==> config.mk <==
export PLATFORM = sky130hd
export DESIGN_NAME = lsr_link_status
export DESIGN_NICKNAME = d
export VERILOG_FILES = /design/src/shared/lsr_pkg.sv /design/src/verilog/lsr_link_status.sv
export VERILOG_INCLUDE_DIRS = /design/src /design/src/shared
export SDC_FILE = /design/constraint.sdc
export NUM_CORES = 1
export LEC_CHECK = 0
export ABC_AREA = 1
export BUFFER_PORTS_ARGS = -buffer_cell sky130_fd_sc_hd__buf_4
export CORE_MARGIN = 2
export CORE_UTILIZATION = 48
export CTS_CLUSTER_DIAMETER = 50
export DETAILED_ROUTE_END_ITERATION = 7
export PLACE_DENSITY = 0.86
export SYNTH_ARGS = -nofsm -noshare
export SYNTH_HDL_FRONTEND = slang
export SYNTH_SLANG_ARGS = --single-unit
==> constraint.sdc <==
create_clock -name clk_i -period 2.05 [get_ports clk_i]
set_input_delay 0.205 -clock clk_i [delete_from_list [all_inputs] [get_ports clk_i]]
set_output_delay 0.205 -clock clk_i [all_outputs]
set_load 0.1 [all_outputs]
==> src/shared/lsr_map.svh <==
// Summary of operation
// - Current speed field, resets to gen1
// - Negotiated lane count in six-bit field
// - Unsupported max width reports configured width
// - Supported width but training failed reads zero
// - Training bit set in Config/Recovery or pending
// - Training bit clears when LTSSM leaves
// - Training bit zero unless downstream port
// - Lockable common clock bit from clocking mode
// - Data link active bit, resets zero
// - Data link bit zero without capability
// - Retrain completion sets bandwidth flag, W1C
// - Reliability speed/width change sets bandwidth flag
// - Non-autonomous downstream change sets bandwidth flag
// - Autonomous change sets autonomous flag, W1C
// - Flags zero upstream or without notify
`ifndef LSR_MAP_SVH
`define LSR_MAP_SVH
`define LSR_IDX_CTRL     8'h50
`define LSR_IDX_CFG      8'h51
`define LSR_IDX_STATUS   8'h52
`define LSR_IDX_IRQ_STS  8'h53
`define LSR_IDX_IRQ_MSK  8'h54
`define LSR_CTRL_RETRAIN 5
`define LSR_CFG_DS       0
`define LSR_CFG_BWN      1
`define LSR_CFG_DLLCAP   2
`define LSR_CFG_LOCK     3
`define LSR_CFG_MAXW_LO  4
`define LSR_CFG_MAXW_HI  9
`define LSR_ST_TRAIN     11
`define LSR_ST_CCLK      12
`define LSR_ST_DLL       13
`define LSR_ST_BWM       14
`define LSR_ST_ABW       15
`define LSR_SPEED_RST    4'h1
`define LSR_CFG_RST      10'h011
`define LSR_SYNC_FILL    2'h3
`define LSR_IRQ_BWM      0
`define LSR_IRQ_ABW      1
`endif

==> src/shared/lsr_pkg.sv <==
package lsr_pkg;
  // Port state delivered by the physical and link layers
  typedef struct packed {
    logic [3:0] speed;
    logic [5:0] width;
    logic       in_cfg_rec;
    logic       train_fail;
    logic       dl_down;
    logic       dll_active;
    logic       ev_reliab;
    logic       ev_auto;
    logic       ev_ds;
    logic       ev_ds_auto;
  } lsr_phy_s;
  typedef enum logic [1:0] {
    RT_IDLE,
    RT_PEND,
    RT_TRAIN
  } lsr_rt_e;
  typedef logic [15:0] lsr_word_t;
endpackage

==> src/verilog/lsr_link_status.sv <==
`timescale 1ns/10ps
`default_nettype none
`include "lsr_map.svh"
module lsr_link_status #(
  parameter int MAX_LANES = 16
) (
  // Clock and reset
  input  wire logic              clk_i,
  input  wire logic              reset_i,
  // Wishbone slave
  input  wire logic              wb_cyc_i,
  input  wire logic              wb_stb_i,
  input  wire logic              wb_we_i,
  input  wire logic [11:0]       wb_adr_i,
  input  wire logic [3:0]        wb_sel_i,
  input  wire logic [31:0]       wb_dat_i,
  output logic      [31:0]       wb_dat_o,
  output logic                   wb_ack_o,
  // Physical and link layer
  input  wire lsr_pkg::lsr_phy_s phy_i,
  input  wire logic              clk_mode_i,
  output logic                   retrain_o,
  // Interrupt
  output logic                   irq_o
);
  import lsr_pkg::*;

  // ----------------------------------------------------------------
  // Wishbone decode
  // ----------------------------------------------------------------
  logic        ack_r;
  logic        ack_nxt;
  logic [31:0] dat_r;
  logic [31:0] dat_nxt;
  logic [7:0]  idx;
  logic        wr_en;
  logic        rd_word;
  lsr_word_t   ls_val;

  assign idx   = wb_adr_i[9:2];
  assign wr_en = wb_cyc_i & wb_stb_i & wb_we_i & ack_r;

  // ----------------------------------------------------------------
  // Stored state
  // ----------------------------------------------------------------
  logic [9:0]  cfg_r;
  logic [9:0]  cfg_nxt;
  logic [3:0]  speed_r;
  logic [3:0]  speed_nxt;
  logic [5:0]  width_r;
  logic [5:0]  width_nxt;
  logic        dll_r;
  logic        dll_nxt;
  logic        train_r;
  logic        train_nxt;
  logic        cclk_r;
  logic        cclk_nxt;
  logic        bwm_r;
  logic        bwm_nxt;
  logic        abw_r;
  logic        abw_nxt;
  logic [1:0]  isr_r;
  logic [1:0]  isr_nxt;
  logic [1:0]  imr_r;
  logic [1:0]  imr_nxt;
  logic        irq_r;
  logic        irq_nxt;
  lsr_rt_e     rt_r;
  lsr_rt_e     rt_nxt;
  logic        down_r;
  logic        down_nxt;
  logic        rtp_r;
  logic        rtp_nxt;
  logic [2:0]  sync_r;
  logic        strap_r;
  logic        strap_nxt;
  logic [1:0]  fill_r;
  logic [1:0]  fill_nxt;

  logic        ds;
  logic        flag_ok;
  logic [5:0]  maxw;
  logic        maxw_ok;
  logic        rt_req;
  logic        rt_done;
  logic        set_bwm;
  logic        set_abw;
  logic        clr_bwm;
  logic        clr_abw;

  assign ds      = cfg_r[`LSR_CFG_DS];
  assign flag_ok = ds & cfg_r[`LSR_CFG_BWN];
  assign maxw    = cfg_r[`LSR_CFG_MAXW_HI:`LSR_CFG_MAXW_LO];

  // Widths this port can train to
  always_comb begin
    case (maxw)
      6'h01: maxw_ok = 1'b1;
      6'h02: maxw_ok = MAX_LANES >= 2;
      6'h04: maxw_ok = MAX_LANES >= 4;
      6'h08: maxw_ok = MAX_LANES >= 8;
      6'h0C: maxw_ok = MAX_LANES >= 12;
      6'h10: maxw_ok = MAX_LANES >= 16;
      6'h20: maxw_ok = MAX_LANES >= 32;
      default: maxw_ok = 1'b0;
    endcase
  end

  // ----------------------------------------------------------------
  // Register read view
  // ----------------------------------------------------------------
  always_comb begin
    ls_val                = 16'h0000;
    ls_val[3:0]           = speed_r;
    ls_val[9:4]           = width_r;
    ls_val[`LSR_ST_TRAIN] = train_r & ds;
    ls_val[`LSR_ST_CCLK]  = cclk_r;
    ls_val[`LSR_ST_DLL]   = dll_r & cfg_r[`LSR_CFG_DLLCAP];
    ls_val[`LSR_ST_BWM]   = bwm_r & flag_ok;
    ls_val[`LSR_ST_ABW]   = abw_r & flag_ok;
  end

  always_comb begin
    ack_nxt = wb_cyc_i & wb_stb_i & ~ack_r;
    rd_word = ack_nxt & ~wb_we_i;
    dat_nxt = 32'h0000_0000;
    if (rd_word) begin
      case (idx)
        `LSR_IDX_CFG:     dat_nxt = {22'h00_0000, cfg_r};
        `LSR_IDX_STATUS:  dat_nxt = {16'h0000, ls_val};
        `LSR_IDX_IRQ_STS: dat_nxt = {30'h0000_0000, isr_r};
        `LSR_IDX_IRQ_MSK: dat_nxt = {30'h0000_0000, imr_r};
        default:          dat_nxt = 32'h0000_0000;
      endcase
    end
  end

  // ----------------------------------------------------------------
  // Configuration, speed, width and data link state
  // ----------------------------------------------------------------
  always_comb begin
    cfg_nxt = cfg_r;
    imr_nxt = imr_r;
    if (wr_en && idx == `LSR_IDX_CFG) begin
      if (wb_sel_i[0])
        cfg_nxt[7:0] = wb_dat_i[7:0];
      if (wb_sel_i[1])
        cfg_nxt[9:8] = wb_dat_i[9:8];
    end
    if (wr_en && idx == `LSR_IDX_IRQ_MSK && wb_sel_i[0])
      imr_nxt = wb_dat_i[1:0];
    speed_nxt = phy_i.speed;
    if (!maxw_ok)
      width_nxt = maxw;
    else if (phy_i.train_fail)
      width_nxt = 6'h00;
    else
      width_nxt = phy_i.width;
    dll_nxt = phy_i.dll_active & cfg_r[`LSR_CFG_DLLCAP];
  end

  // ----------------------------------------------------------------
  // Retrain sequencing and training bit
  // ----------------------------------------------------------------
  assign rt_req = wr_en && idx == `LSR_IDX_CTRL && wb_sel_i[0] &&
                  wb_dat_i[`LSR_CTRL_RETRAIN];

  always_comb begin
    rt_nxt   = rt_r;
    down_nxt = down_r | phy_i.dl_down;
    rtp_nxt  = 1'b0;
    rt_done  = 1'b0;
    case (rt_r)
      RT_IDLE: begin
        if (rt_req) begin
          rt_nxt   = RT_PEND;
          rtp_nxt  = 1'b1;
          down_nxt = 1'b0;
        end
      end
      RT_PEND: begin
        if (phy_i.in_cfg_rec)
          rt_nxt = RT_TRAIN;
      end
      RT_TRAIN: begin
        if (!phy_i.in_cfg_rec) begin
          rt_nxt  = RT_IDLE;
          rt_done = ~down_nxt;
        end
      end
      default: rt_nxt = RT_IDLE;
    endcase
    // Set while training or retrain pending, clear on exit
    train_nxt = ds & (phy_i.in_cfg_rec | rt_nxt == RT_PEND);
  end

  // ----------------------------------------------------------------
  // Common clock bit
  // ----------------------------------------------------------------
  always_comb begin
    strap_nxt = strap_r;
    cclk_nxt  = cclk_r;
    fill_nxt  = fill_r + {1'b0, fill_r != `LSR_SYNC_FILL};
    // Capture only once the synchroniser has filled and its last two stages agree
    if (!strap_r && fill_r == `LSR_SYNC_FILL && sync_r[1] == sync_r[2]) begin
      strap_nxt = 1'b1;
      cclk_nxt  = sync_r[2];
    end else if (wr_en && idx == `LSR_IDX_STATUS && wb_sel_i[1] &&
                 !cfg_r[`LSR_CFG_LOCK]) begin
      cclk_nxt = wb_dat_i[`LSR_ST_CCLK];
    end
  end

  // ----------------------------------------------------------------
  // Bandwidth flags and interrupt
  // ----------------------------------------------------------------
  always_comb begin
    set_bwm = flag_ok & (rt_done | phy_i.ev_reliab |
              (phy_i.ev_ds & ~phy_i.ev_ds_auto));
    set_abw = flag_ok & (phy_i.ev_auto |
              (phy_i.ev_ds & phy_i.ev_ds_auto));
    clr_bwm = wr_en && idx == `LSR_IDX_STATUS && wb_sel_i[1] &&
              wb_dat_i[`LSR_ST_BWM];
    clr_abw = wr_en && idx == `LSR_IDX_STATUS && wb_sel_i[1] &&
              wb_dat_i[`LSR_ST_ABW];
    // Set wins over a clear in the same cycle
    bwm_nxt = flag_ok & (set_bwm | (bwm_r & ~clr_bwm));
    abw_nxt = flag_ok & (set_abw | (abw_r & ~clr_abw));
    isr_nxt = isr_r;
    if (wr_en && idx == `LSR_IDX_IRQ_STS && wb_sel_i[0])
      isr_nxt = isr_r & ~wb_dat_i[1:0];
    if (set_bwm)
      isr_nxt[`LSR_IRQ_BWM] = 1'b1;
    if (set_abw)
      isr_nxt[`LSR_IRQ_ABW] = 1'b1;
    irq_nxt = |(isr_nxt & imr_nxt);
  end

  // ----------------------------------------------------------------
  // Registers
  // ----------------------------------------------------------------
  always_ff @(posedge clk_i or posedge reset_i) begin
    if (reset_i) begin
      ack_r   <= 1'b0;
      dat_r   <= 32'h0000_0000;
      cfg_r   <= `LSR_CFG_RST;
      imr_r   <= 2'h0;
      isr_r   <= 2'h0;
      irq_r   <= 1'b0;
      speed_r <= `LSR_SPEED_RST;
      width_r <= 6'h00;
      dll_r   <= 1'b0;
      train_r <= 1'b0;
      cclk_r  <= 1'b0;
      strap_r <= 1'b0;
      sync_r  <= 3'h0;
      fill_r  <= 2'h0;
      bwm_r   <= 1'b0;
      abw_r   <= 1'b0;
      rt_r    <= RT_IDLE;
      down_r  <= 1'b0;
      rtp_r   <= 1'b0;
    end else begin
      ack_r   <= ack_nxt;
      dat_r   <= dat_nxt;
      cfg_r   <= cfg_nxt;
      imr_r   <= imr_nxt;
      isr_r   <= isr_nxt;
      irq_r   <= irq_nxt;
      speed_r <= speed_nxt;
      width_r <= width_nxt;
      dll_r   <= dll_nxt;
      train_r <= train_nxt;
      cclk_r  <= cclk_nxt;
      strap_r <= strap_nxt;
      sync_r  <= {sync_r[1:0], clk_mode_i};
      fill_r  <= fill_nxt;
      bwm_r   <= bwm_nxt;
      abw_r   <= abw_nxt;
      rt_r    <= rt_nxt;
      down_r  <= down_nxt;
      rtp_r   <= rtp_nxt;
    end
  end

  assign wb_ack_o  = ack_r;
  assign wb_dat_o  = dat_r;
  assign retrain_o = rtp_r;
  assign irq_o     = irq_r;
endmodule
`default_nettype wire

==> key figures, run 1 <==
Clock tree
  – Clock buffer count from CTS: 5
  – Clock latency at the later pin of the worst-skew pair: 300 ps
  – Root Buffer Master: sky130_fd_sc_hd__clkbuf_8
  – TritonCTS clock tree: yes
  – Cts hold-fix bufs: 1
  – Post-CTS Setup Inserts: 0
  – Clock Sink Count: 56
  – Count of H-tree levels built during CTS: 2
  – Deepest clock path buffer count: 2
  – Clock slew at the register clock pins of the worst setup and hold paths: 90 ps
  – Total of cells resized after clock tree synthesis: 0

Worst hold path
  – Class of the worst hold path: primary input to asynchronous set/reset pin

Routing
  – Average wire per cell in the routed design: 12.3 µm
  – Count of routing violations after the opening detailed-route iteration: 132
  – Remaining DRCs: 0
  – Final routed wirelength across all metal layers: 5490 µm
  – Vias per inst: 4.76
  – Total via count in the routed design: 2122
  – Post-detailed-route count of antenna-violating nets: 0
  – Initial DRT Pass Iterations: 5

Synth
  – Post-synth top cells: sky130_fd_sc_hd__nand2_1 (76), sky130_fd_sc_hd__dfrtp_1 (53), sky130_fd_sc_hd__inv_1 (39)
  – Fraction of synthesized cell area taken by the top area cell type: 0.509
  – Share of the yosys chip area belonging to registers: 0.539
  – Mux share of post-synthesis cell area: 0
  – Post-synth EDFFs: 0
  – Adder-cell share of the synthesized area: 0
  – Area fraction in and, or, nand and nor cells after synthesis: 0.274
  – Synth Area in Compound Gates: 0.0691
  – Average footprint of a synthesized cell: 8.69 µm²
  – Summed instance area of the synthesized netlist: 2610 µm²
  – Synthesized instance count: 300
  – Combinational family with the most area after synthesis: simple AND/OR/NAND/NOR gates
  – Largest area contributor in the netlist: sky130_fd_sc_hd__dfrtp_1
  – Most used flip-flop cell after synthesis: sky130_fd_sc_hd__dfrtp_1
  – Post-synthesis sequential element count: 56
  – Post-synthesis xor/xnor area fraction: 0
  – Number of warning messages in the yosys log: 0
  – Synth async-reset ratio: 1.00
  – Leading cell types by total area after synthesis: sky130_fd_sc_hd__dfrtp_1 (51%), sky130_fd_sc_hd__nand2_1 (11%), sky130_fd_sc_hd__inv_1 (5.6%)
  – Cell with the most instances after synthesis: sky130_fd_sc_hd__nand2_1
  – Number of distinct library cells after synthesis: 26

STA
  – Setup repair after global routing missed its margin: no
  – Number of hold-slack violations in the final timing report: 0
  – Max Clock Freq: 699 MHz
  – Final cycle utilization of the critical path: 0.698
  – Total Neg Setup Slack: 0 ps
  – Final Setup Violations: 0
  – Slew HR: 0.658
  – Final min period: 1430 ps
  – Tightest Pin Transition: 509 ps
  – Number of max-slew violations in the final report: 0
  – Final clock skew: 5.65 ps

Pwr
  – Fraction of power spent switching nets: 0.279
  – Total power of the final layout: 2.02 mW
  – Switching component of the power: 565 µW
  – Maximum VDD drop: 0.000280 V
  – Clock group share of total power: 0.285
  – Power per Cell Area: 623 nW/µm²
  – Comb power frac: 0.153
  – Leakage: 1.72 nW
  – Int Power: 1.46 mW
  – Power share of the sequential group: 0.562

Floorplanning
  – Starting utilization of the core area: 0.504
  – Core Rows: 26
  – Top-level port count: 107
  – Die footprint: 6040 µm²
  – Die height: 77.7 µm
  – X dimension of the die: 77.7 µm
  – Core region area: 5170 µm²

Setup path
  – Required time reported for the critical path endpoint: 2250 ps
  – Cells along the critical path: nor2_1, nand4_1, nand4_1, o21ai_0
  – CP startpoint kind: flip-flop
  – Data arrival time of the worst path: 1640 ps
  – CP Capture Type: flip-flop
  – Buf/Inv on CP: 0
  – Cell repeated most along the worst path: sky130_fd_sc_hd__nand4_1
  – CP max FO: 11
  – Top delay family on crit path: flip-flops
  – Critical path class: flip-flop to flip-flop
  – Slowest cell on the critical path: sky130_fd_sc_hd__dfstp_2
  – Max stage delay on crit path: 580 ps

Global routing
  – Vias in the first global route: 2034
  – Largest net degree at the start of global routing: 42
  – Initial antenna violation count: 0
  – Global-route wire length before repair: 9110 µm
  – Overall routing resource usage: 0.193
  – Global route total overflow: 0

Placed design
  – RePlAce Congestion: 0.826
  – DP Wirelength: 4010 µm
  – Port Buffers: 64

Finish
  – Post-layout nets: 447
  – Fillcell total: 443
  – Area grow syn2layout: 24.3%
  – Diodes inserted: 0
  – Fraction of final layout cells with drive strength greater than 1: 0.298

Flow run
  – Maximum Capacitance Violations: 0

Status
  – Outcome: completed
## stage by stage
step / setup slack (ps) / std cells / hold slack, ps / util / area [µm²]
after floorplan: 115 / 316 / 209 / - / 2670
after global placement: 689 / 433 / 315 / 0.601 / 3110
after detailed placement: 667 / 433 / 316 / 0.601 / 3110
after CTS: 618 / 442 / 2.76 / 0.619 / 3200
after global routing: 419 / 446 / 58.0 / 0.627 / 3240
final: 618 / 446 / 19.0 / 0.627 / 3240
## per-layer routing
layer  up-vias  wire length, µm  part of all wire  GRT usage
li1       1038                -                 -          -
met1      1004             2240              0.41      0.237
met2        70             2850              0.52      0.329
met3        10              282             0.051     0.0372
met4         0              107             0.019     0.0857
met5         -                0                 0          0
## cells by family (layout without fill, tap and decap cells)
kind of cell | Yosys count | in the layout
other cells | 1 | 17
flops | 56 | 56
simple gates | 152 | 152
buf+inv | 60 | 120
compound gates | 31 | 31
## registers in the layout, summed over array words and instances (netlist names), 2 cells and up
name and flops:
fill_r 2, sync_r 3, imr_r 2, rt_r 2, width_r 6, cfg_r 10, wb_dat_o 15, speed_r 4
isr_r 2
## power groups by stage
stage	clock, mW	sequential [mW]	combinational [mW]
6_report	0.576	1.14	0.309
5_1_grt	0.644	1.14	0.331
4_1_cts	0.591	1.14	0.305
3_5_place_dp	0	1.16	0.302
3_3_place_gp	0	1.16	0.297
2_1_floorplan	0	1.16	0.222
## worst register-to-register path, stage by stage, from the launching register on
cell and delay, ps:
sky130_fd_sc_hd__dfstp_2 580, sky130_fd_sc_hd__nor2_1 60, sky130_fd_sc_hd__nand4_1 70, sky130_fd_sc_hd__nand4_1 320, sky130_fd_sc_hd__o21ai_0 300
## layout make-up
type / instances / area [µm²] / share of cell area
sequential: 56 / 1410 / 0.433
multi-input combinational: 200 / 958 / 0.296
timing repair buffer: 72 / 553 / 0.171
inverter: 40 / 153 / 0.0471
tap: 70 / 87.6 / 0.0270
clock buffer: 7 / 76.3 / 0.0235
clock inverter: 1 / 8.76 / 0.00270
## placed cells by master, fill, tap and decap left out
master / count
sky130_fd_sc_hd__clkinv_4: 1
sky130_fd_sc_hd__nand3b_1: 1
sky130_fd_sc_hd__dlygate4sd3_1: 5
sky130_fd_sc_hd__or2_2: 2
sky130_fd_sc_hd__nand4_1: 3
sky130_fd_sc_hd__buf_4: 67
sky130_fd_sc_hd__inv_2: 1
sky130_fd_sc_hd__nor3_1: 2
sky130_fd_sc_hd__nand3_2: 2
sky130_fd_sc_hd__nor2_1: 28
sky130_fd_sc_hd__nor3_4: 1
sky130_fd_sc_hd__inv_4: 1
sky130_fd_sc_hd__nand2_4: 2
sky130_fd_sc_hd__nand2_1: 76
sky130_fd_sc_hd__conb_1: 17
sky130_fd_sc_hd__a21oi_2: 6
sky130_fd_sc_hd__nor2_2: 15
sky130_fd_sc_hd__clkbuf_1: 2
sky130_fd_sc_hd__o21ai_1: 8
sky130_fd_sc_hd__o21ai_0: 13
sky130_fd_sc_hd__a21oi_1: 3
sky130_fd_sc_hd__dfstp_2: 3
sky130_fd_sc_hd__nor2_4: 3
sky130_fd_sc_hd__clkbuf_8: 5
sky130_fd_sc_hd__nand3_1: 14
sky130_fd_sc_hd__dfrtp_1: 53
sky130_fd_sc_hd__nand2_2: 3
sky130_fd_sc_hd__inv_1: 38
sky130_fd_sc_hd__o21bai_1: 1
## final timing paths
check                                     startpoint                     to  slack, ps  cells past startpoint
worst min register to register   sync_r[0]$_DFF_PP0_    sync_r[1]$_DFF_PP0_        370                      0
worst min-delay path                         reset_i  wb_dat_o[6]$_DFF_PP0_         20                      3
max in group asynchronous                    reset_i    sync_r[0]$_DFF_PP0_       1430                      4
min in group clk_i                          phy_i[4]        dll_r$_DFF_PP0_        120                      3
worst max register to register  cfg_r[4]$_DFFE_PP1P_   width_r[5]$_DFF_PP0_        620                      4
worst max-delay path            cfg_r[4]$_DFFE_PP1P_   width_r[5]$_DFF_PP0_        620                      4
Power figures use the tool's default switching activity.
==> inputs of run 2 (changes only) <==
==> constraint.sdc (replaced) <==
create_clock -name clk_i -period 1.4 [get_ports clk_i]
set_input_delay 0.14 -clock clk_i [delete_from_list [all_inputs] [get_ports clk_i]]
set_output_delay 0.14 -clock clk_i [all_outputs]
set_load 0.1 [all_outputs]
==> key figures, run 2 (synthesized netlist as in run 1, its figures left out) <==
Routing
  – Vias per inst: 4.80 (was 4.76)
  – Average wire per cell in the routed design: 12.5 µm (was 12.3 µm)
  – Post-detailed-route count of antenna-violating nets: 0 (unchanged)
  – Total via count in the routed design: 2177 (was 2122)
  – Remaining DRCs: 0 (unchanged)
  – Count of routing violations after the opening detailed-route iteration: 120 (was 132)
  – Initial DRT Pass Iterations: 4 (was 5)
  – Final routed wirelength across all metal layers: 5660 µm (was 5490 µm)

Pwr
  – Leakage: 1.77 nW (was 1.72 nW)
  – Total power of the final layout: 3.03 mW (was 2.02 mW)
  – Power per Cell Area: 903 nW/µm² (was 623 nW/µm²)
  – Maximum VDD drop: 0.000432 V (was 0.000280 V)

Flow run
  – Maximum Capacitance Violations: 0 (unchanged)

Global routing
  – Global-route wire length before repair: 9250 µm (was 9110 µm)
  – Vias in the first global route: 2130 (was 2034)
  – Global route total overflow: 0 (unchanged)
  – Initial antenna violation count: 0 (unchanged)
  – Overall routing resource usage: 0.196 (was 0.193)
  – Largest net degree at the start of global routing: 21 (was 42)

Finish
  – Most frequent standard cell in the layout excluding fill and tap cells: sky130_fd_sc_hd__nand2_1 (unchanged)
  – Filler-free cell count of the finished design: 454 (was 446)
  – Final design instance area without fill: 3350 µm² (was 3240 µm²)
  – Post-layout nets: 455 (was 447)
  – Max FFs per register: 15 (unchanged)
  – Final core utilization: 0.649 (was 0.627)
  – Leading cell types in the layout, fill and taps excluded: sky130_fd_sc_hd__nand2_1 (75), sky130_fd_sc_hd__buf_4 (71), sky130_fd_sc_hd__dfrtp_1 (52) (was sky130_fd_sc_hd__nand2_1 (76), sky130_fd_sc_hd__buf_4 (67), sky130_fd_sc_hd__dfrtp_1 (53))
  – Fillcell total: 398 (was 443)
  – Fraction of final layout cells with drive strength greater than 1: 0.320 (was 0.298)
  – Area grow syn2layout: 28.6% (was 24.3%)
  – Diodes inserted: 0 (unchanged)

Clock tree
  – TritonCTS clock tree: yes (unchanged)
  – Count of H-tree levels built during CTS: 2 (unchanged)
  – Clock latency at the later pin of the worst-skew pair: 310 ps (was 300 ps)
  – Clock slew at the register clock pins of the worst setup and hold paths: 90 ps (about the same)
  – Root Buffer Master: sky130_fd_sc_hd__clkbuf_8 (unchanged)
  – Deepest clock path buffer count: 2 (unchanged)
  – Clock Sink Count: 56 (unchanged)
  – Clock buffer count from CTS: 5 (unchanged)

STA
  – Slew HR: 0.666 (was 0.658)
  – Number of hold-slack violations in the final timing report: 0 (unchanged)
  – Final cycle utilization of the critical path: 0.949 (was 0.698)
  – Final setup slack of the worst path: 71.2 ps (was 618 ps)
  – Total Neg Setup Slack: 0 ps (unchanged)
  – Final min period: 1330 ps (was 1430 ps)
  – Worst hold slack: 24.7 ps (was 19.0 ps)
  – Tightest Pin Transition: 499 ps (was 509 ps)
  – Final clock skew: 6.96 ps (was 5.65 ps)
  – Number of max-slew violations in the final report: 0 (unchanged)
  – Final Setup Violations: 0 (unchanged)
  – Max Clock Freq: 753 MHz (was 699 MHz)

Placed design
  – Cell count after placement: 438 (was 433)
  – DP Wirelength: 4270 µm (was 4010 µm)
  – RePlAce Congestion: 0.885 (was 0.826)
  – Area after detailed placement: 3180 µm² (was 3110 µm²)
  – Port Buffers: 64 (unchanged)
  – Dpl ws: 46.2 ps (was 667 ps)

Floorplanning
  – Core Rows: 26 (unchanged)
  – X dimension of the die: 77.7 µm (unchanged)
  – Starting utilization of the core area: 0.504 (unchanged)
  – Die height: 77.7 µm (unchanged)
  – Top-level port count: 107 (unchanged)
  – Core region area: 5170 µm² (unchanged)
  – Die footprint: 6040 µm² (unchanged)

Setup path
  – CP Capture Type: flip-flop (unchanged)
  – CP startpoint kind: flip-flop (unchanged)
  – Data arrival time of the worst path: 1510 ps (was 1640 ps)
  – Critical path class: flip-flop to flip-flop (unchanged)
  – CP max FO: 5 (was 11)
  – Required time reported for the critical path endpoint: 1580 ps (was 2250 ps)

Status
  – Outcome: completed (unchanged)

Worst hold path
  – Class of the worst hold path: primary input to flip-flop (was primary input to asynchronous set/reset pin)
run 2: changes by cell type in the layout (fill, tap and decap cells not counted), sizes merged:
cell	before	now
clkinvlp	0	2
buf	67	74
dlygate4sd3	5	6
inv	40	39
clkinv	1	0
run 2: power breakdown:
group | leakage [nW] | switching, mW | internal, mW | total (mW)
combinational | 1.04 | 0.332 | 0.136 | 0.468
sequential | 0.685 | 0.0123 | 1.65 | 1.66
clock | 0.0445 | 0.495 | 0.403 | 0.897
run 2: layout make-up:
cell class,instances,area (µm²),share of cell area
clock buffers,7,86.3,0.0257
well taps,70,87.6,0.0261
clock inverters,1,7.51,0.00224
multi-input cells,200,963,0.287
repair buffers,80,644,0.192
flip-flops and latches,56,1410,0.420
inverters,40,156,0.0466
run 2: worst paths after layout:
check | from | endpoint | slack, ps | depth (start not counted)
worst min register to register | sync_r[0]$_DFF_PP0_ | sync_r[1]$_DFF_PP0_ | 360 | 0
max in group asynchronous | reset_i | cfg_r[4]$_DFFE_PP1P_ | 460 | 4
worst max register to register | cfg_r[5]$_DFFE_PP0P_ | width_r[4]$_DFF_PP0_ | 70 | 7
worst max-delay path | cfg_r[5]$_DFFE_PP0P_ | width_r[4]$_DFF_PP0_ | 70 | 7
worst min-delay path | phy_i[4] | dll_r$_DFF_PP0_ | 20 | 3
min in group asynchronous | reset_i | imr_r[0]$_DFF_PP0_ | 420 | 3
run 2: metal layers:
layer	GRT usage	routed length [µm]	up-vias	share of wire
li1	-	-	1054	-
met1	0.228	2170	1012	0.38
met2	0.336	2910	93	0.51
met3	0.0442	392	18	0.069
met4	0.104	180	0	0.032
met5	0	0	-	0
run 2: repair_timing:
action                                 4_1_cts  5_1_grt
gates resized for setup                      0        2
setup endpoints to repair                    0        6
endpoints found under the hold margin       21        0
hold buffers                                 6        0
buffers inserted                             0        2
run 2: worst max-delay path, cell delays in order, from the launching register on:
cell and delay (ps):
sky130_fd_sc_hd__dfrtp_1 430, sky130_fd_sc_hd__nor2_1 170, sky130_fd_sc_hd__nand2_1 70, sky130_fd_sc_hd__o21ai_0 70, sky130_fd_sc_hd__nand4_1 130, sky130_fd_sc_hd__buf_4 180, sky130_fd_sc_hd__nand2_1 60, sky130_fd_sc_hd__o21ai_0 100
